## src/rtl/vb_pkg.sv

```systemverilog
// package for the value block command interpreter
package vb_pkg;
  // command codes
  localparam logic [7:0] CMD_READ_VALUE = 8'h0A;
  localparam logic [7:0] CMD_WRITE_VALUE = 8'h0B;
  // read value argument offsets
  localparam logic [3:0] RD_BLK = 4'h0;
  localparam logic [3:0] RD_BUF_OFS = 4'h1;
  localparam logic [3:0] RD_KSEL = 4'h2;
  localparam logic [3:0] RD_KEY = 4'h3;
  // write value argument offsets
  localparam logic [3:0] WR_BLK = 4'h0;
  localparam logic [3:0] WR_VAL = 4'h1;
  localparam logic [3:0] WR_ADDR = 4'h5;
  localparam logic [3:0] WR_KSEL = 4'h6;
  localparam logic [3:0] WR_KEY = 4'h7;
  // key selector fields
  localparam int KSEL_NUM_W = 6;
  localparam int KSEL_ARG_BIT = 6;
  localparam int KSEL_TYPE_BIT = 7;
  localparam logic [5:0] KEY_NUM_MAX = 6'h27;
  // result codes
  localparam logic [7:0] RES_OK = 8'h00;
  localparam logic [7:0] RES_PARSE = 8'h01;
  localparam logic [7:0] RES_AUTH = 8'h02;
  localparam logic [7:0] RES_BADCMD = 8'h03;
  localparam logic [7:0] RES_BADKEY = 8'h04;
  localparam logic [7:0] RES_RANGE = 8'h05;
  // number of value bytes plus address byte written to buffer
  localparam int RD_LEN = 5;
  typedef enum {ST_IDLE, ST_ACCESS, ST_WAIT, ST_STORE, ST_DONE} vb_state_t;
endpackage

```

## src/rtl/vb_value_cmd.sv

```systemverilog
// value block read and write command interpreter
`timescale 1ns/1ns
// How it works
// - read block parsed as value plus address
// - value then address stored at offset
// - value little endian, address unsigned byte
// - write block built from value and address
// - low six bits pick key 0..39
// - top bit selects second key type
// - bit six takes key from arguments
// - argument key is least byte first
// - read uses ordinary block read sequence
// - write uses ordinary block write sequence
module vb_value_cmd
  import vb_pkg::*;
#(
  parameter int BUF_AW = 8
) (
  // clock and reset
  input wire logic core_clk_i,
  input wire logic rst_i,
  // command start
  input wire logic cmd_start_i,
  input wire logic [7:0] cmd_code_i,
  output logic cmd_busy_o,
  output logic cmd_done_o,
  output logic [7:0] cmd_result_o,
  // parameter area read port, combinational
  output logic [3:0] arg_addr_o,
  input wire logic [7:0] arg_data_i,
  // data buffer write port
  output logic buf_we_o,
  output logic [BUF_AW-1:0] buf_addr_o,
  output logic [7:0] buf_wdata_o,
  // tag block engine, ordinary block read/write
  output logic tag_req_o,
  output logic tag_write_o,
  output logic [7:0] tag_block_o,
  output logic [5:0] tag_key_num_o,
  output logic tag_key_b_o,
  output logic tag_key_arg_o,
  output logic [47:0] tag_key_o,
  output logic [127:0] tag_wdata_o,
  input wire logic tag_done_i,
  input wire logic tag_auth_ok_i,
  input wire logic [127:0] tag_rdata_i
);

  vb_state_t state_r; // control state
  logic write_r; // current command is a value write
  logic [3:0] fetch_r; // argument fetch index
  logic [7:0] args_r [0:12]; // captured argument bytes
  logic [39:0] rd_word_r; // parsed value and address
  logic [2:0] st_cnt_r; // store byte counter
  logic [7:0] ofs_r; // buffer offset
  logic [7:0] ksel; // key selector of this command
  logic [31:0] val; // value to write
  logic [7:0] vaddr; // address byte to write
  logic [31:0] rv; // value fields of the read block
  logic [31:0] rv_inv;
  logic [31:0] rv2;
  logic [7:0] ra [0:3];
  logic parse_ok;
  logic [8:0] end_ofs;

  localparam logic [3:0] ARG_LAST = 4'hC; // selector plus six key bytes

  // argument index walks the parameter area once per read or write value command
  assign arg_addr_o = fetch_r;

  // selector and write operands from the captured arguments
  always_comb begin
    ksel = write_r ? args_r[WR_KSEL] : args_r[RD_KSEL];
    val = {args_r[WR_VAL+3], args_r[WR_VAL+2], args_r[WR_VAL+1],
           args_r[WR_VAL]};
    vaddr = args_r[WR_ADDR];
  end

  // key selection drives the block engine directly
  assign tag_key_num_o = ksel[KSEL_NUM_W-1:0];
  assign tag_key_b_o = ksel[KSEL_TYPE_BIT];
  assign tag_key_arg_o = ksel[KSEL_ARG_BIT];
  // key bytes least significant first in the argument area
  always_comb begin
    tag_key_o = '0;
    for (int i = 0; i < 6; i++) begin
      if (write_r) begin
        tag_key_o[8*i +: 8] = args_r[int'(WR_KEY) + i];
      end else begin
        tag_key_o[8*i +: 8] = args_r[int'(RD_KEY) + i];
      end
    end
  end
  assign tag_block_o = args_r[RD_BLK]; // block byte is first for both
  assign tag_write_o = write_r;
  // the request stands through the argument fetch, so key and block lines
  // still move; the engine has to hold off until they are all captured
  assign tag_req_o = (state_r == ST_ACCESS);

  // value block image: value, inverted value, value, address pattern
  always_comb begin
    tag_wdata_o = {~vaddr, vaddr, ~vaddr, vaddr,
                   val, ~val, val};
  end

  // parse the read block, all three value copies and address copies
  always_comb begin
    rv = tag_rdata_i[31:0];
    rv_inv = tag_rdata_i[63:32];
    rv2 = tag_rdata_i[95:64];
    for (int i = 0; i < 4; i++) begin
      ra[i] = tag_rdata_i[96 + 8*i +: 8];
    end
    parse_ok = (rv == rv2) && (rv == ~rv_inv) && (ra[0] == ra[2]) &&
               (ra[1] == ra[3]) && (ra[0] == ~ra[1]);
  end

  // total write span must fit in the buffer
  assign end_ofs = {1'b0, ofs_r} + 9'(RD_LEN);

  // buffer write port, byte by byte, value then address
  assign buf_we_o = (state_r == ST_STORE);
  assign buf_addr_o = BUF_AW'(ofs_r + 8'(st_cnt_r));
  assign buf_wdata_o = rd_word_r[8*st_cnt_r +: 8];
  assign cmd_busy_o = (state_r != ST_IDLE);

  // argument capture; only reads during fetch phase
  always_ff @(posedge core_clk_i) begin
    if (rst_i) begin
      for (int i = 0; i <= 12; i++) begin
        args_r[i] <= 8'h00;
      end
    end else if (state_r == ST_ACCESS && fetch_r <= ARG_LAST) begin
      args_r[fetch_r] <= arg_data_i;
    end
  end

  // main sequencer
  always_ff @(posedge core_clk_i) begin
    if (rst_i) begin
      state_r <= ST_IDLE;
      write_r <= 1'b0;
      fetch_r <= 4'h0;
      st_cnt_r <= 3'h0;
      ofs_r <= 8'h00;
      rd_word_r <= '0;
      cmd_done_o <= 1'b0;
      cmd_result_o <= RES_OK;
    end else begin
      cmd_done_o <= 1'b0;
      unique case (state_r)
        ST_IDLE: begin
          fetch_r <= 4'h0;
          if (cmd_start_i) begin
            if (cmd_code_i == CMD_READ_VALUE ||
                cmd_code_i == CMD_WRITE_VALUE) begin
              write_r <= (cmd_code_i == CMD_WRITE_VALUE);
              state_r <= ST_WAIT;
            end else begin
              cmd_result_o <= RES_BADCMD;
              state_r <= ST_DONE;
            end
          end
        end
        ST_WAIT: begin
          // one quiet cycle so the fetch index starts from zero
          fetch_r <= 4'h0;
          state_r <= ST_ACCESS;
        end
        ST_ACCESS: begin
          // fetch then wait for the engine while request is high
          if (fetch_r <= ARG_LAST) begin
            fetch_r <= fetch_r + 4'h1;
          end
          if (fetch_r == RD_BUF_OFS) begin
            ofs_r <= arg_data_i;
          end
          if (fetch_r == ARG_LAST + 4'h1 &&
              ksel[KSEL_NUM_W-1:0] > KEY_NUM_MAX &&
              !ksel[KSEL_ARG_BIT]) begin
            cmd_result_o <= RES_BADKEY;
            state_r <= ST_DONE;
          end else if (fetch_r > ARG_LAST && tag_done_i) begin
            if (!tag_auth_ok_i) begin
              cmd_result_o <= RES_AUTH;
              state_r <= ST_DONE;
            end else if (write_r) begin
              cmd_result_o <= RES_OK;
              state_r <= ST_DONE;
            end else if (!parse_ok) begin
              cmd_result_o <= RES_PARSE;
              state_r <= ST_DONE;
            end else if (!write_r && end_ofs > (9'h001 << BUF_AW)) begin
              cmd_result_o <= RES_RANGE;
              state_r <= ST_DONE;
            end else begin
              rd_word_r <= {ra[0], rv};
              st_cnt_r <= 3'h0;
              state_r <= ST_STORE;
            end
          end
        end
        ST_STORE: begin
          if (st_cnt_r == 3'(RD_LEN - 1)) begin
            cmd_result_o <= RES_OK;
            state_r <= ST_DONE;
          end else begin
            st_cnt_r <= st_cnt_r + 3'h1;
          end
        end
        ST_DONE: begin
          cmd_done_o <= 1'b1;
          state_r <= ST_IDLE;
        end
      endcase
    end
  end

endmodule

```

## config.mk

```make
export PLATFORM = sky130hd
export DESIGN_NAME = vb_value_cmd
export DESIGN_NICKNAME = d
export VERILOG_FILES = /design/src/rtl/vb_pkg.sv /design/src/rtl/vb_value_cmd.sv
export SDC_FILE = /design/constraint.sdc
export NUM_CORES = 1
export LEC_CHECK = 0
export BUFFER_PORTS_ARGS = -buffer_cell sky130_fd_sc_hd__buf_2
export CAP_MARGIN = 5
export CORE_MARGIN = 3
export CORE_UTILIZATION = 25
export DETAILED_ROUTE_END_ITERATION = 10
export SLEW_MARGIN = 10
export SYNTH_ARGS = -nofsm -noshare
export SYNTH_HDL_FRONTEND = slang
export SYNTH_SLANG_ARGS = --single-unit
```

## constraint.sdc

```tcl
create_clock -name core_clk_i -period 2.6 [get_ports core_clk_i]
set_input_delay 0.52 -clock core_clk_i [delete_from_list [all_inputs] [get_ports core_clk_i]]
set_output_delay 0.52 -clock core_clk_i [all_outputs]
set_load 0.02 [all_outputs]
```

After elaboration in Yosys (flattened, before gate mapping):

Memory sizes are Yosys's and may differ from the RTL's.
Index checks and enable logic that the tools add are counted.

* register bits: 97
* RAM bits: 104
* output and inout bits: 225
* word-level logic and storage cells: 126
* memories: 1

Memories
* args_r: depth 13, width 8, rd ports 13, clocked after Yosys merged registers in 0, wr ports 13, line vb_value_cmd.sv:52 `logic [7:0] args_r [0:12];`

* add/sub/neg operators: 4
* $lt $le $gt $ge: 4
* equal/unequal tests: 29
* shift-type cells: 1
* multiplexer cells: 46
* bitwise logic cells: 7
* reduce and logical (&&, ||, !) cells: 26

Operators with widths (number)
* $pmux W32 S5: 1
* $mux W8: 17
* $mux W32: 4
* $eq A32 B2 Y1 const B: 3
* $eq A32 B3 Y1 const B: 2
* $eq A32 B32 Y1: 2
* $not A32 Y32: 2
* $shiftx A40 B7 Y8: 1
* $mux W3: 12
* $eq A32 B1 Y1 const B: 1
* $logic_not A32 Y1: 1
* $reduce_bool A32 Y1: 1
* $eq A8 B8 Y1: 3
* $pmux W8 S3: 1
* $ne A2 B2 Y1 const B: 11
* $eq A8 B4 Y1 const B: 2
* $not A8 Y8: 2
* $add A8 B3 Y9 const B: 1
* $gt A9 B9 Y1 const B: 1
* $logic_and A1 B1 Y1: 9
* $add A8 B3 Y8: 1
* $mux W4: 2
* $pmux W4 S2: 1
* $reduce_and A8 Y1: 1
* 23 further kinds: 35

Longest topological paths before layout:

* depth after elaboration: 12
* mapped depth: 9

Worst setup path before layout:

OpenSTA, ideal clock, no wires.

* kind: input port to flip-flop
* start point: in tag_rdata_i[1]
* end point: reg cmd_result_o[0]
* arrival: 2.470 ns
* slack: 0.011 ns
* cell stages on the path: 7
* path buffers: 0
* path through: xor2_1 -> or4_1 -> or4_4 -> nor4b_2 -> a21bo_2 -> nor3_2 -> o221a_1

* longest elaborated chain between the ends: 11
* elaborated cells between the ends (all ways): 14
* classes of those cells: eq/ne: 3; mux: 6; reduce/logical: 5

Ends and longest elaborated chain
* start: declaration: line vb_value_cmd.sv:46 `input wire logic [127:0] tag_rdata_i`
* $eq A32 B32 Y1: line vb_value_cmd.sv:114 `parse_ok = (rv == rv2) && (rv == ~rv_inv) && (ra[0] == ra[2]) &&`
* $logic_and A1 B1 Y1 * (3 in a row): line vb_value_cmd.sv:114
* $logic_and A1 B1 Y1 *: line vb_value_cmd.sv:115 `(ra[1] == ra[3]) && (ra[0] == ~ra[1]);`
* $mux W8: line vb_value_cmd.sv:190 `end else if (!parse_ok) begin`
* $mux W8: line vb_value_cmd.sv:187 `end else if (write_r) begin`
* $mux W8: line vb_value_cmd.sv:184 `if (!tag_auth_ok_i) begin`
* $mux W8: line vb_value_cmd.sv:183 `end else if (fetch_r > ARG_LAST && tag_done_i) begin`
* $mux W8: line vb_value_cmd.sv:178 `if (fetch_r == ARG_LAST + 4'h1 &&`
* $pmux W8 S3: line vb_value_cmd.sv:151 `unique case (state_r)`
* end signal: assignment: line vb_value_cmd.sv:181 `cmd_result_o <= RES_BADKEY;`
* end signal: assignment: line vb_value_cmd.sv:185 `cmd_result_o <= RES_AUTH;`
* end signal: assignment: line vb_value_cmd.sv:188 `cmd_result_o <= RES_OK;`
* end: declaration: line vb_value_cmd.sv:27 `output logic [7:0] cmd_result_o,`

Every way passes the cells marked *; elsewhere a longest branch is shown, timed or not. The select of a mux whose other input is x is not followed.
A chain may end at the register's enable or synchronous reset.

Final worst setup path:

* start point: reg ofs_r[0]
* end point: out buf_addr_o[6]

* longest elaborated chain between the ends: 1

Ends and longest elaborated chain
* start: declaration: line vb_value_cmd.sv:55 `logic [7:0] ofs_r;`
* start signal: assignment: line vb_value_cmd.sv:176 `ofs_r <= arg_data_i;`
* $add A8 B3 Y8: line vb_value_cmd.sv:123 `assign buf_addr_o = BUF_AW'(ofs_r + 8'(st_cnt_r));`
* end: declaration: line vb_value_cmd.sv:33 `output logic [BUF_AW-1:0] buf_addr_o,`

No other way between the ends.

==> impl_metrics.csv <==
group,metric,value,unit
outcome,status,"finished clean",
cells_and_area,layout-drive-gt1-share,40.56,%
placement,gp_congestion,0.8511,
placement,post-place-ws,-0.5522,ns
synth,synth_top_flop_cell,"edfxtp_1",
routing,drc_errors,0,
sta,hold_slack,0.3482,ns
global_route,first_global_vias,7920,
power_and_ir_drop,p_int,4.685,mW
setup_path,crit_required,2.08,ns
sta,worstMarginPinSlew,0.6714,ns
synth,synth_area_per_cell,10.24,µm²
global_route,grt_max_degree,86,
cts,clock-sinks,167,
die,start_util,25.53,%
cts,numCtsBuffers,17,
global_route,grt_pass1_wl,45800,µm
setup_path,crit_family,"adder cells",
setup_path,cp.arrival,2.02,ns
cells_and_area,fin_nets,1433,
cells_and_area,final_util,33.81,%
synth,netlist_instances,917,
cells_and_area,multi_input_area,4335,µm²
power_and_ir_drop,swShare,30.68,%
synth,synth-seq-area-share,46.68,%
setup_path,slowest_stage,"dfxtp_4",
synth,syn_area,9393,µm²
cts,cts_buffer_depth,2,
die,design.core.area,36790,µm²
die,dieArea,39930,µm²
cells_and_area,regArea,4394,µm²
cts,clkLatencyLatePin,0.43,ns
placement,dp_hpwl,25340,µm
sta,setup_viol_count_final,0,
sta,finClkSkew,0.01356,ns
setup_path,worstPathMaxFanout,2,
routing,wl_per_cell,17.92,µm
placement,port_buffers,368,
routing,initialDrtViolationCount,324,
cells_and_area,diodes,0,
power_and_ir_drop,switchingPower,2.073,mW
power_and_ir_drop,leakage,5.720,nW
synth,synth_edf_count,104,
die,std_cell_rows,70,
flow_run,cap_violations,0,
cts,root_buffer,"clkbuf_16",
setup_path,path_buf_inv,2,
sta,tns,0,ns
synth,ys_warn_count,0,
global_route,gr-usage-all-layers,15.24,%
cts,cts_tree,"built",
power_and_ir_drop,p_total,6.758,mW
synth,synth.distinct_cells,60,
setup_path,slowest_delay,0.37,ns
routing,ant_nets,0,
synth,synth_top_area_cell,"edfxtp_1",
power_and_ir_drop,p_per_area,543.4,nW/µm²
setup_path,startpoint_type,"register",
cts,htreeDepth,4,
sta,hold_violations,0,
sta,relSlewSlack,55.24,%
hold_path,hold_path.class,"input port to register",
sta,slew_viol_final,0,
power_and_ir_drop,clock_power_share,36.9,%
die,dieHeight,199.8,µm
routing,drt_pre_antenna_iters,4,
cts,cts_hold_buf,0,
cells_and_area,syn2layout_area_growth,32.41,%
synth,synthTopCellsByCount,"and2_1, edfxtp_1, nor2_1",
routing,vias,7861,
cells_and_area,final.fill_count,3752,
synth,async_flop_share,0,%
power_and_ir_drop,p_seq_share,44.1,%
die,pin_count,374,
power_and_ir_drop,combPwrFrac,19.0,%
synth,synth_top_area_share,33.25,%
synth,yosys-top-cells-area,"edfxtp_1, dfxtp_1, and2_1",
sta,achievable-frequency,393.5,MHz
routing,drt_wl_total,31450,µm
sta,period_share,97.74,%
global_route,antenna_found_initial,0,
routing,via_per_inst,4.479,
die,fp.dieW,199.8,µm
setup_path,path_cells,"ha_4 -> inv_2 -> fa_2 -> nor2b_4 -> o2111ai_2 -> xnor2_2 -> buf_4",
global_route,overflow,0,
power_and_ir_drop,ir_worst_vdd,384.4,µV
synth,synth-seq-cells,167,
sta,min_period,2.541,ns
cts,clk_pin_slew,0.07,ns
setup_path,path_class,"register to primary output",
sta,worst_slack,0.05875,ns
setup_path,cp-end-kind,"primary output",
sta,grt_setup_unrepaired,"no",
metrics by stage:
step,cell area (µm²),cells
final,12440,1755
after global routing,12440,1755
after global placement,11750,1722
after detailed placement,11750,1722
after CTS,12420,1755
after floorplan,9408,921
power by group through the flow:
| stage | Combinational (mW) | Sequential, mW | Clock [mW] |
|---|---|---|---|
| CTS | 1.28 | 2.98 | 2.57 |
| detailed placement | 1.27 | 3.04 | 0 |
| global placement | 1.26 | 3.04 | 0 |
| global route | 1.40 | 3.00 | 2.68 |
| finish | 1.28 | 2.98 | 2.49 |
| floorplan | 0.672 | 3.09 | 0 |
cells in the final DEF, fill, tap and decap left out, types with 6 or more instances in the layout:
master / instances
nand3_1: 7
o21ai_0: 38
ha_1: 7
and2_1: 104
nor2_1: 74
nand3b_1: 13
nand4_1: 16
nand2_1: 50
dfxtp_1: 59
mux4_2: 8
a21oi_1: 7
o21ai_1: 20
inv_8: 6
or3b_1: 9
clkbuf_16: 17
edfxtp_1: 104
nor4_1: 20
inv_1: 54
buf_4: 61
mux2i_1: 51
buf_2: 365
xnor2_1: 39
xor2_1: 36
mux2_2: 24
layer usage:
metal  vias to the layer above  GRT usage (%)  wire (µm)
li1                       3825              -          -
met1                      3649          16.89      12490
met2                       343          28.72      16150
met3                        44          3.223       1868
met4                         0          5.531        937
met5                         -              0          0
cell families (layout without fill, tap and decap cells):
logic type      after synthesis  in the layout  share of synthesized area, %
other cells                   1              5                       0.03992
mux                          84             84                         10.35
flops                       167            167                         46.68
buf+inv                     152            518                         8.232
xor+xnor                     78             78                         7.273
fa+ha+maj                    10             10                         1.412
simple gates                334            334                         20.13
compound gates               91             91                         5.888
worst reg2reg max path: stages (launching register included):
cell      delay (ns)
dfxtp_4         0.37
nand2b_1        0.26
nor4_1          0.37
nand4_1         0.23
nor4_4          0.41
buf_4           0.19
a21bo_2         0.20
nor3_4          0.07
o221a_1         0.23
path summary, 6_finish.rpt:
kind | slack (ns) | depth (start not counted) | startpoint | to
setup / recovery | 0.06 | 7 | ofs_r[0] | buf_addr_o[6]
hold / removal | 0.35 | 3 | cmd_code_i[0] | tag_write_o
setup reg to reg | 0.18 | 8 | tag_write_o | cmd_result_o[0]
hold reg to reg | 0.48 | 2 | cmd_result_o[2] | cmd_result_o[2]
flip-flops by register name, indices dropped and copies added (netlist names):
name,count
arg_addr_o,4
args_r,104
cmd_done_o,1
cmd_result_o,3
ofs_r,8
rd_word_r,40
st_cnt_r,3
state_r,3
tag_write_o,1
final cells by class:
cell class | instances | share of cell area, %
Sequential cell | 167 | 35.33
Multi-Input combinational cell | 602 | 34.86
Timing Repair Buffer | 428 | 18.69
Tap cell | 468 | 4.708
Clock buffer | 17 | 3.421
Inverter | 58 | 1.751
Clock inverter | 15 | 1.237
repair_timing:
item                                    in CTS  in global routing
resized for setup                           19                  6
pin swaps                                    5                  6
endpoints found under the setup margin      47                 39
buffers inserted                             1                  0
Power figures use the tool's default switching activity.
